--- src/include/sfls_defs.svh ---
// Constants for the shift, flag and load/write execution unit
`ifndef SFLS_DEFS_SVH
`define SFLS_DEFS_SVH

// Bit positions inside flags_reg
`define SFLS_FLAG_C 0
`define SFLS_FLAG_Z 1
`define SFLS_FLAG_N 2
`define SFLS_FLAG_V 3
`define SFLS_FLAG_S 4
`define SFLS_FLAG_H 5
`define SFLS_FLAG_T 6
`define SFLS_FLAG_I 7

// Reset value of flags_reg
`define SFLS_FLAGS_RST 8'h00

// Cycle counts per instruction class
`define SFLS_CYC_SIMPLE 1
`define SFLS_CYC_MEM    2

`endif

--- src/include/sfls_pkg.sv ---
// Types for the shift, flag and load/write execution unit
package sfls_pkg;

    typedef enum logic [4:0] {
        OP_NOP        = 5'h00,
        OP_LSHR       = 5'h01,
        OP_ROTL       = 5'h02,
        OP_ROTR       = 5'h03,
        OP_ASHR       = 5'h04,
        OP_SWAP       = 5'h05,
        OP_SBIT_SET   = 5'h06,
        OP_SBIT_CLR   = 5'h07,
        OP_TFLAG_GET  = 5'h08,
        OP_TFLAG_PUT  = 5'h09,
        OP_COPY       = 5'h0A,
        OP_PAIR_COPY  = 5'h0B,
        OP_IMM        = 5'h0C,
        OP_LOAD_IND   = 5'h0D,
        OP_LOAD_INC   = 5'h0E,
        OP_LOAD_DEC   = 5'h0F,
        OP_LOAD_DISP  = 5'h10,
        OP_LOAD_DIR   = 5'h11,
        OP_WRITE_IND  = 5'h12,
        OP_WRITE_INC  = 5'h13,
        OP_WRITE_DEC  = 5'h14,
        OP_WRITE_DISP = 5'h15
    } sfls_op_e;

    typedef enum logic [1:0] {
        PTR_X = 2'h0,
        PTR_Y = 2'h1,
        PTR_Z = 2'h2
    } sfls_ptr_e;

    typedef enum logic {
        S_IDLE = 1'b0,
        S_MEM  = 1'b1
    } sfls_state_e;

endpackage

--- src/design/sfls_exec.sv ---
// Execution unit for shifts, flag moves and data memory transfers
//
// Behaviour
// - Rotate left moves bits up through C and sets Z C N V in one cycle.
// - Right shifts fill bit 7 with 0, C or bit 7 and set Z C N V at once.
// - Bit-to-transfer copies one source bit into T only, in one cycle.
// - Transfer-to-bit writes T into one target bit, flags kept, one cycle.
// - Each set form forces one of C N Z I S V T H high in one cycle.
// - Each clear form forces one of C N Z I S V T H low in one cycle.
// - Indirect load reads at the pointer, post-inc adds one, two cycles.
// - Pre-decrement load lowers the pointer, then reads there, two cycles.
// - Displacement load on Y or Z reads pointer plus offset, pointer kept.
// - Direct load reads the absolute address in two cycles, no flags.
// - Indirect write stores at pointer, post-inc adds one, two cycles.
// - Pre-decrement write lowers the pointer, stores there, two cycles.
// - Displacement write on Y or Z stores at pointer plus offset, pointer kept.
`timescale 1ns/1ps
`include "sfls_defs.svh"

module sfls_exec #(
    parameter int ADDR_W = 16,
    parameter int DISP_W = 6
) (
    // Clock and reset
    input  logic                 clk_i,
    input  logic                 rst_b_i,
    // Instruction issue
    input  logic                 valid_i,
    output logic                 ready_o,
    input  sfls_pkg::sfls_op_e   op_i,
    input  logic [4:0]           rd_idx_i,
    input  logic [7:0]           rd_val_i,
    input  logic [7:0]           rr_val_i,
    input  logic [7:0]           rr_hi_i,
    input  logic [7:0]           imm_i,
    input  logic [2:0]           bit_i,
    input  sfls_pkg::sfls_ptr_e  ptr_sel_i,
    input  logic [ADDR_W-1:0]    ptr_i,
    input  logic [DISP_W-1:0]    disp_i,
    input  logic [ADDR_W-1:0]    addr_i,
    output logic                 err_o,
    // Register file write
    output logic                 rf_we_o,
    output logic                 rf_pair_o,
    output logic [4:0]           rf_waddr_o,
    output logic [15:0]          rf_wdata_o,
    // Pointer pair write
    output logic                 ptr_we_o,
    output sfls_pkg::sfls_ptr_e  ptr_wsel_o,
    output logic [ADDR_W-1:0]    ptr_wdata_o,
    // Data memory
    output logic                 mem_re_o,
    output logic                 mem_we_o,
    output logic [ADDR_W-1:0]    mem_addr_o,
    output logic [7:0]           mem_wdata_o,
    input  logic [7:0]           mem_rdata_i,
    // Status
    output logic [7:0]           flags_o
);

    if (ADDR_W < 8 || ADDR_W > 16 || DISP_W < 1 || DISP_W >= ADDR_W) begin : g_chk
        $error("sfls_exec: unsupported address or displacement width");
    end

    sfls_pkg::sfls_state_e state_reg,     state_next;
    sfls_pkg::sfls_ptr_e   ptr_wsel_reg,  ptr_wsel_next;
    logic [7:0]            flags_reg,     flags_next;
    logic                  rf_we_reg,     rf_we_next;
    logic                  rf_pair_reg,   rf_pair_next;
    logic [4:0]            rf_waddr_reg,  rf_waddr_next;
    logic [15:0]           rf_wdata_reg,  rf_wdata_next;
    logic                  ptr_we_reg,    ptr_we_next;
    logic [ADDR_W-1:0]     ptr_wdata_reg, ptr_wdata_next;
    logic                  mem_re_reg,    mem_re_next;
    logic                  mem_we_reg,    mem_we_next;
    logic [ADDR_W-1:0]     mem_addr_reg,  mem_addr_next;
    logic [7:0]            mem_wdata_reg, mem_wdata_next;
    logic                  err_reg,       err_next;
    logic [7:0]            bmask_w;
    logic                  tbit_w;

    assign bmask_w = 8'h01 << bit_i;
    assign tbit_w  = rr_val_i[bit_i];

    // One memory op occupies two issue slots
    assign ready_o     = (state_reg == sfls_pkg::S_IDLE);
    assign err_o       = err_reg;
    assign rf_we_o     = rf_we_reg;
    assign rf_pair_o   = rf_pair_reg;
    assign rf_waddr_o  = rf_waddr_reg;
    assign rf_wdata_o  = rf_wdata_reg;
    assign ptr_we_o    = ptr_we_reg;
    assign ptr_wsel_o  = ptr_wsel_reg;
    assign ptr_wdata_o = ptr_wdata_reg;
    assign mem_re_o    = mem_re_reg;
    assign mem_we_o    = mem_we_reg;
    assign mem_addr_o  = mem_addr_reg;
    assign mem_wdata_o = mem_wdata_reg;
    assign flags_o     = flags_reg;

    always_comb begin
        logic [7:0] res;
        logic       cout;
        logic       shift_wr;
        logic       mem_go;
        logic       is_wr;
        res            = 8'h00;
        cout           = 1'b0;
        shift_wr       = 1'b0;
        mem_go         = 1'b0;
        is_wr          = 1'b0;
        state_next     = state_reg;
        flags_next     = flags_reg;
        rf_we_next     = 1'b0;
        rf_pair_next   = 1'b0;
        rf_waddr_next  = rf_waddr_reg;
        rf_wdata_next  = rf_wdata_reg;
        ptr_we_next    = 1'b0;
        ptr_wsel_next  = ptr_wsel_reg;
        ptr_wdata_next = ptr_wdata_reg;
        mem_re_next    = 1'b0;
        mem_we_next    = 1'b0;
        mem_addr_next  = mem_addr_reg;
        mem_wdata_next = mem_wdata_reg;
        err_next       = 1'b0;
        if (state_reg == sfls_pkg::S_MEM) begin
            state_next = sfls_pkg::S_IDLE;
            if (mem_re_reg) begin
                rf_we_next    = 1'b1;
                rf_wdata_next = {8'h00, mem_rdata_i};
            end
        end else if (valid_i) begin
            rf_waddr_next = rd_idx_i;
            ptr_wsel_next = ptr_sel_i;
            case (op_i)
                sfls_pkg::OP_ROTL: begin
                    {cout, res} = {rd_val_i, flags_reg[`SFLS_FLAG_C]};
                    shift_wr    = 1'b1;
                end
                sfls_pkg::OP_LSHR: begin
                    {res, cout} = {1'b0, rd_val_i};
                    shift_wr    = 1'b1;
                end
                sfls_pkg::OP_ROTR: begin
                    {res, cout} = {flags_reg[`SFLS_FLAG_C], rd_val_i};
                    shift_wr    = 1'b1;
                end
                sfls_pkg::OP_ASHR: begin
                    {res, cout} = {rd_val_i[7], rd_val_i};
                    shift_wr    = 1'b1;
                end
                sfls_pkg::OP_SWAP: begin
                    rf_we_next    = 1'b1;
                    rf_wdata_next = {8'h00, rd_val_i[3:0], rd_val_i[7:4]};
                end
                sfls_pkg::OP_SBIT_SET: begin
                    flags_next = flags_reg | bmask_w;
                end
                sfls_pkg::OP_SBIT_CLR: begin
                    flags_next = flags_reg & ~bmask_w;
                end
                sfls_pkg::OP_TFLAG_GET: begin
                    flags_next[`SFLS_FLAG_T] = tbit_w;
                end
                sfls_pkg::OP_TFLAG_PUT: begin
                    rf_we_next    = 1'b1;
                    rf_wdata_next = {8'h00, (rd_val_i & ~bmask_w) |
                        ({8{flags_reg[`SFLS_FLAG_T]}} & bmask_w)};
                end
                sfls_pkg::OP_COPY: begin
                    rf_we_next    = 1'b1;
                    rf_wdata_next = {8'h00, rr_val_i};
                end
                sfls_pkg::OP_PAIR_COPY: begin
                    rf_we_next    = 1'b1;
                    rf_pair_next  = 1'b1;
                    rf_wdata_next = {rr_hi_i, rr_val_i};
                end
                sfls_pkg::OP_IMM: begin
                    rf_we_next    = 1'b1;
                    rf_wdata_next = {8'h00, imm_i};
                end
                sfls_pkg::OP_LOAD_IND, sfls_pkg::OP_WRITE_IND: begin
                    mem_go        = 1'b1;
                    mem_addr_next = ptr_i;
                end
                sfls_pkg::OP_LOAD_INC, sfls_pkg::OP_WRITE_INC: begin
                    mem_go         = 1'b1;
                    mem_addr_next  = ptr_i;
                    ptr_we_next    = 1'b1;
                    ptr_wdata_next = ptr_i + ADDR_W'(1);
                end
                sfls_pkg::OP_LOAD_DEC, sfls_pkg::OP_WRITE_DEC: begin
                    mem_go         = 1'b1;
                    mem_addr_next  = ptr_i - ADDR_W'(1);
                    ptr_we_next    = 1'b1;
                    ptr_wdata_next = ptr_i - ADDR_W'(1);
                end
                sfls_pkg::OP_LOAD_DISP, sfls_pkg::OP_WRITE_DISP: begin
                    if (ptr_sel_i == sfls_pkg::PTR_X) begin
                        err_next = 1'b1;
                    end else begin
                        mem_go        = 1'b1;
                        mem_addr_next = ptr_i + ADDR_W'(disp_i);
                    end
                end
                sfls_pkg::OP_LOAD_DIR: begin
                    mem_go        = 1'b1;
                    mem_addr_next = addr_i;
                end
                default: begin
                    err_next = (op_i != sfls_pkg::OP_NOP);
                end
            endcase
            if (shift_wr) begin
                rf_we_next               = 1'b1;
                rf_wdata_next            = {8'h00, res};
                flags_next[`SFLS_FLAG_Z] = (res == 8'h00);
                flags_next[`SFLS_FLAG_C] = cout;
                flags_next[`SFLS_FLAG_N] = res[7];
                flags_next[`SFLS_FLAG_V] = res[7] ^ cout;
            end
            is_wr = (op_i == sfls_pkg::OP_WRITE_IND) ||
                    (op_i == sfls_pkg::OP_WRITE_INC) ||
                    (op_i == sfls_pkg::OP_WRITE_DEC) ||
                    (op_i == sfls_pkg::OP_WRITE_DISP);
            if (mem_go) begin
                state_next     = sfls_pkg::S_MEM;
                mem_re_next    = !is_wr;
                mem_we_next    = is_wr;
                mem_wdata_next = rr_val_i;
            end
        end
    end

    always_ff @(posedge clk_i) begin
        if (!rst_b_i) begin
            state_reg     <= sfls_pkg::S_IDLE;
            flags_reg     <= `SFLS_FLAGS_RST;
            rf_we_reg     <= 1'b0;
            rf_pair_reg   <= 1'b0;
            rf_waddr_reg  <= 5'h00;
            rf_wdata_reg  <= 16'h0000;
            ptr_we_reg    <= 1'b0;
            ptr_wsel_reg  <= sfls_pkg::PTR_X;
            ptr_wdata_reg <= '0;
            mem_re_reg    <= 1'b0;
            mem_we_reg    <= 1'b0;
            mem_addr_reg  <= '0;
            mem_wdata_reg <= 8'h00;
            err_reg       <= 1'b0;
        end else begin
            state_reg     <= state_next;
            flags_reg     <= flags_next;
            rf_we_reg     <= rf_we_next;
            rf_pair_reg   <= rf_pair_next;
            rf_waddr_reg  <= rf_waddr_next;
            rf_wdata_reg  <= rf_wdata_next;
            ptr_we_reg    <= ptr_we_next;
            ptr_wsel_reg  <= ptr_wsel_next;
            ptr_wdata_reg <= ptr_wdata_next;
            mem_re_reg    <= mem_re_next;
            mem_we_reg    <= mem_we_next;
            mem_addr_reg  <= mem_addr_next;
            mem_wdata_reg <= mem_wdata_next;
            err_reg       <= err_next;
        end
    end

    // Checks
    logic acc;
    assign acc = valid_i && ready_o;
endmodule

--- config.mk ---
export PLATFORM = sky130hd
export DESIGN_NAME = sfls_exec
export DESIGN_NICKNAME = d
export VERILOG_FILES = /design/src/include/sfls_pkg.sv /design/src/design/sfls_exec.sv
export VERILOG_INCLUDE_DIRS = /design/src /design/src/include
export SDC_FILE = /design/constraint.sdc
export NUM_CORES = 1
export LEC_CHECK = 0
export ABC_AREA = 0
export BUFFER_PORTS_ARGS = -buffer_cell sky130_fd_sc_hd__buf_4
export CORE_MARGIN = 1
export CORE_UTILIZATION = 35
export DETAILED_ROUTE_END_ITERATION = 16
export GPL_TIMING_DRIVEN = 0
export PLACE_DENSITY = 0.59
export RECOVER_POWER = 100
export SETUP_SLACK_MARGIN = 0.5
export SYNTH_ARGS = -nofsm -noshare
export SYNTH_HDL_FRONTEND = slang
export SYNTH_SLANG_ARGS = --single-unit
--- constraint.sdc ---
create_clock -name clk_i -period 2.25 [get_ports clk_i]
set_clock_uncertainty 0.2 [all_clocks]
set_input_delay 0.1125 -clock clk_i [delete_from_list [all_inputs] [get_ports clk_i]]
set_output_delay 0.1125 -clock clk_i [all_outputs]
set_load 0.01 [all_outputs]
Word-level counts from Yosys, hierarchy flattened
Index checks and enable logic that the tools add are counted.
{"block": "classes", "addsub": 3, "magnitude_cmp": 1, "n_eq_ne": 23, "shift": 1, "n_mux": 37, "bitwise_logic": 11, "reduce_logical": 34}
{"operator": "$mux 16", "count": 5}
{"operator": "$pmux 16 s5", "count": 1}
{"operator": "$pmux 16 s4", "count": 1}
{"operator": "$eq 5x4->1 const B", "count": 8}
{"operator": "$pmux 16 s2", "count": 1}
{"operator": "$pmux 8 s4", "count": 1}
{"operator": "$eq 5x5->1 const B", "count": 6}
{"operator": "$and 8x8->8", "count": 3}
{"operator": "$eq 5x3->1 const B", "count": 4}
{"operator": "$reduce_or 19->1", "count": 1}
{"operator": "$mux 1", "count": 18}
{"operator": "$reduce_and 3->1", "count": 6}
{"operator": "$add 16x1->16 const B", "count": 1}
{"operator": "$add 16x6->16", "count": 1}
{"operator": "$mux 8", "count": 2}
{"operator": "$or 8x8->8", "count": 2}
{"operator": "$reduce_or 4->1", "count": 4}
{"operator": "$sub 16x1->16 const B", "count": 1}
{"operator": "$pmux 6 s2", "count": 1}
{"operator": "$eq 5x2->1 const B", "count": 2}
{"operator": "$logic_not 8->1", "count": 1}
{"operator": "$not 8->8", "count": 1}
{"operator": "$pmux 1 s2", "count": 4}
{"operator": "$shl 1x3->8 const A", "count": 1}
{"operator": "other kinds (23)", "count": 34}
{"block": "word_totals", "ff_bits": 78, "in_bits": 96, "wordCells": 126}

Depth between registers and ports, before layout
{"block": "depth", "ltp_word": 8, "mapped_depth": 9, "ltp_nobuf": 8}

Worst setup path after synthesis
OpenSTA, ideal clock, no wires.
{"block": "synth_path", "path_kind": "input-to-reg", "startpoint": "in ptr_i[0]", "endpoint": "reg mem_addr_reg[10], in the netlist mem_addr_o[10]", "setup_time_ns": 0.088, "arrival_time_ns": 2.027, "setup_slack_ns": -0.066, "cell_stages": 9, "n_path_buf": 1, "cell_sequence": "clkbuf_1 > inv_1 > ha_1 > or4b_4 > or4b_4 > nor2_4 > a41o_2 > o22ai_2 > a311oi_2"}
{"block": "synth_between", "elab_chain_len": 3}
{"element": "from (decl)", "line_no": "sfls_exec.sv:38", "rtl": "input logic [ADDR_W-1:0] ptr_i,"}
{"element": "$add 16x6->16", "line_no": "sfls_exec.sv:204", "rtl": "mem_addr_next = ptr_i + ADDR_W'(disp_i);"}
{"element": "$mux 16", "line_no": "sfls_exec.sv:200", "rtl": "if (ptr_sel_i == sfls_pkg::PTR_X) begin"}
{"element": "$pmux 16 s4 (*)", "line_no": "sfls_exec.sv:135", "rtl": "case (op_i)"}
{"element": "to (signal assigned)", "line_no": "sfls_exec.sv:264", "rtl": "mem_addr_reg <= mem_addr_next;"}
{"element": "to (decl)", "line_no": "sfls_exec.sv:76", "rtl": "logic [ADDR_W-1:0] mem_addr_reg, mem_addr_next;"}
Mark *: on every way between the ends. The rest lies on a longest branch, timed or not. The select of a mux whose other input is x is not followed.
A chain may end at the register's enable or synchronous reset.

Worst setup path in the final report
{"block": "layout_path", "startpoint": "reg state_reg", "endpoint": "reg mem_we_reg, in the netlist mem_we_o"}
{"block": "layout_between", "elab_chain_len": 1}
{"element": "from (decl)", "line_no": "sfls_exec.sv:65", "rtl": "sfls_pkg::sfls_state_e state_reg, state_next;"}
{"element": "from (signal assigned)", "line_no": "sfls_exec.sv:238", "rtl": "state_reg <= sfls_pkg::S_IDLE;"}
{"element": "from (signal assigned)", "line_no": "sfls_exec.sv:253", "rtl": "state_reg <= state_next;"}
{"element": "$reduce_or 4->1 (no source line)"}
{"element": "to (signal assigned)", "line_no": "sfls_exec.sv:263", "rtl": "mem_we_reg <= mem_we_next;"}
{"element": "to (decl)", "line_no": "sfls_exec.sv:75", "rtl": "logic mem_we_reg, mem_we_next;"}
No other way between the ends.

==> impl_metrics.yaml <==
drt:
  ant_nets: 0
  drt_iter0_markers: 606
  drt-vias-per-instance: 5.71
  drc: 0
  drtPass1Iterations: 6
  vias: 6488
  wire_per_inst_um: 20.7
  wl_mm: 23.5
synthesis:
  synthFlopType: "dfxtp_1"
  syn_nets: 785
  avgSynthCellArea_sq_um: 7.70
  synthesis.area_sq_um: 5240
  synth_area_leaders: "dfxtp_1 (30%), a21oi_1 (5.8%), nand2_1 (5.2%)"
  ys_seq_area_share_pct: 29.8
  ys_types: 75
  yosysTopAreaCellShare_pct: 29.8
  syn_inst: 680
  postSynth.asyncResetShare_pct: 0
  synth_top_area_cell: "dfxtp_1"
  synth_edf_count: 0
  synth-seq-cells: 78
  synth_warnings: 0
global_route:
  grt_pass1_vias: 6231
  antenna_found_initial: 0
  grt_use_total_pct: 29.0
  grt_pass1_wl_mm: 35.0
  grt_max_degree: 15
  grt_overflow: 0
setup_path:
  crit_arrival_ps: 2120
  crit_type: "flop to flop"
  required_ps: 2340
  critPathCaptureType: "flop"
  r2r_slack_ps: 220
  cp_max_fo: 4
  start_kind: "flop"
place:
  gp_congestion: 0.981
  port_buffers: 165
  dp_hpwl_mm: 16.7
  dp_cells: 1029
sta:
  fin_crit_sh_pct: 90.1
  max_freq_mhz: 493
  fin_setup_tns_ps: 0
  report.final.setup_viol: 0
  final-hold-violation-count: 2
  fin_crit_ps: 2030
  rsz0062_at_grt: "yes"
  hold_ws_ps: -70.0
  tightest_slew_ps: 745
  maxSlewViolCount: 0
  slew_headroom_pct: 50.4
clocking:
  clock-sinks: 78
  clock_latency_ps: 340
  cts_buffers: 9
  cts_tree: "done"
  clockBufferDepth: 2
  cts.root.buffer_cell: "clkbuf_16"
  ctsHtreeMaxLevel: 3
  path_clk_slew_ps: 60
power:
  peakVddDrop_v: 0.000335
  clock_power_share_pct: 34.9
  p_sw_share_pct: 32.1
  finalPower_w: 0.00399
  p_switching_w: 0.00128
  p_leak_nw: 3.19
  powerDensity_nw_per_um2: 480
  comb_power_share_pct: 28.5
  internal_power_w: 0.00271
  pwr-share-seq_pct: 36.6
floorplan:
  ios: 174
  rows: 44
  die_w_um: 124
  dieHeight_um: 124
  dieArea_sq_um: 15500
  start_util_pct: 35.9
  core_sq_um: 14600
layout:
  drive_above_1_share_pct: 29.7
  n_antenna_cell: 0
  final_core_util_pct: 57.0
  final_cells: 1136
  final_cell_mix: "buf_4 (105), clkbuf_1 (95), dfxtp_1 (77)"
  areaGrowthSynthToFinish_pct: 58.8
  final_common_cell: "buf_4"
  num-nets-final: 1052
outcome:
  status: "finished, violations left"
  failed_checks: "negative hold slack"
hold_path:
  hp-class: "primary input to flop"
flow_run:
  cap_violations: 0
==> logic make-up after synthesis <==
group | Yosys count | share of synthesized area, %
xor gates and xnor gates | 33 | 5.52
buffers and inverters | 72 | 6.33
adders and majority gates | 9 | 2.29
and+or+nand+nor | 249 | 24.3
muxes | 15 | 3.37
DFF | 78 | 29.8
AOI/OAI and AO/OA | 224 | 28.4
==> cells in the mapped netlist (5+ instances only) <==
| master | n |
|---|---|
| and3_1 | 5 |
| dfxtp_1 | 78 |
| mux2i_1 | 12 |
| o211ai_1 | 12 |
| and2_1 | 6 |
| a211oi_1 | 9 |
| a221oi_1 | 12 |
| nor2_1 | 53 |
| nand2_1 | 73 |
| a22oi_1 | 13 |
| xnor2_1 | 17 |
| xor2_1 | 16 |
| nor3_1 | 23 |
| o22ai_1 | 6 |
| nand4_1 | 11 |
| ha_1 | 8 |
| a21oi_1 | 61 |
| nor4_1 | 6 |
| or3_1 | 5 |
| o2bb2ai_1 | 8 |
| o21ai_0 | 41 |
| o21ai_1 | 12 |
| nand3_1 | 26 |
| inv_1 | 13 |
| clkbuf_1 | 39 |
| buf_2 | 8 |
| a221o_1 | 7 |
| a31oi_1 | 8 |
| nor2b_1 | 7 |
==> worst max-delay path, cell delays in order, from the launching register on <==
cell       delay [ps]
dfxtp_4           340
nand2b_1          190
clkbuf_16         170
a221oi_4          200
clkbuf_1          240
nand2_1           180
inv_1             120
clkbuf_1          150
and3_1            170
==> path summary, 6_finish.rpt <==
check | start | end | depth (start not counted)
setup reg to reg | state_reg$_SDFF_PP0_ | mem_we_o$_SDFF_PP0_ | 8
setup / recovery | state_reg$_SDFF_PP0_ | mem_we_o$_SDFF_PP0_ | 8
hold / removal | ptr_sel_i[1] | err_o$_SDFF_PP0_ | 4
hold reg to reg | rf_wdata_o[3]$_SDFFE_PN0P_ | rf_wdata_o[3]$_SDFFE_PN0P_ | 2
==> timing repair <==
action | 4_1_cts | 5_1_grt
setup endpoints to repair | 69 | 61
hold buffers | 52 | 2
buffers inserted | 17 | 18
cloned | 0 | 3
resized for setup | 71 | 130
pin swaps | 29 | 49
hold endpoints to repair | 49 | 4
==> power by group through the flow <==
stage | logic [W] | registers, W | clock network, W
finish | 0.00114 | 0.00146 | 0.00139
global route | 0.00121 | 0.00147 | 0.00148
CTS | 0.00109 | 0.00146 | 0.00141
detailed placement | 0.000922 | 0.00149 | 0
global placement | 0.000921 | 0.00149 | 0
floorplan | 0.000489 | 0.00151 | 0
==> cell type report <==
type | count | area (sq um)
fillers | 1437 | 6270
inverters | 15 | 65.1
clock buffers | 10 | 229
clock inverters | 6 | 47.5
flip-flops and latches | 78 | 1570
well taps | 184 | 230
plain buffers | 57 | 472
multi-input cells | 530 | 3870
repair buffers | 256 | 1840
==> metrics by stage <==
| step | setup slack [ps] | hold WS [ps] | cell area [sq um] |
|---|---|---|---|
| 2_1_floorplan | 116 | 48.5 | 5490 |
| 3_3_place_gp | -246 | 161 | 6960 |
| 3_5_place_dp | -203 | 172 | 6960 |
| 4_1_cts | 271 | 5.84 | 8170 |
| 5_1_grt | 119 | -60.4 | 8320 |
| 6_report | 223 | -70.0 | 8320 |
==> layer usage <==
layer,track usage [%],up-vias,wire (um),share of wire (%)
li1,-,3055,-,-
met1,36.3,3102,10200,43
met2,50.1,283,11300,48
met3,4.98,48,1340,5.7
met4,9.64,0,711,3.0
met5,0,-,0,0
Power figures use the tool's default switching activity.
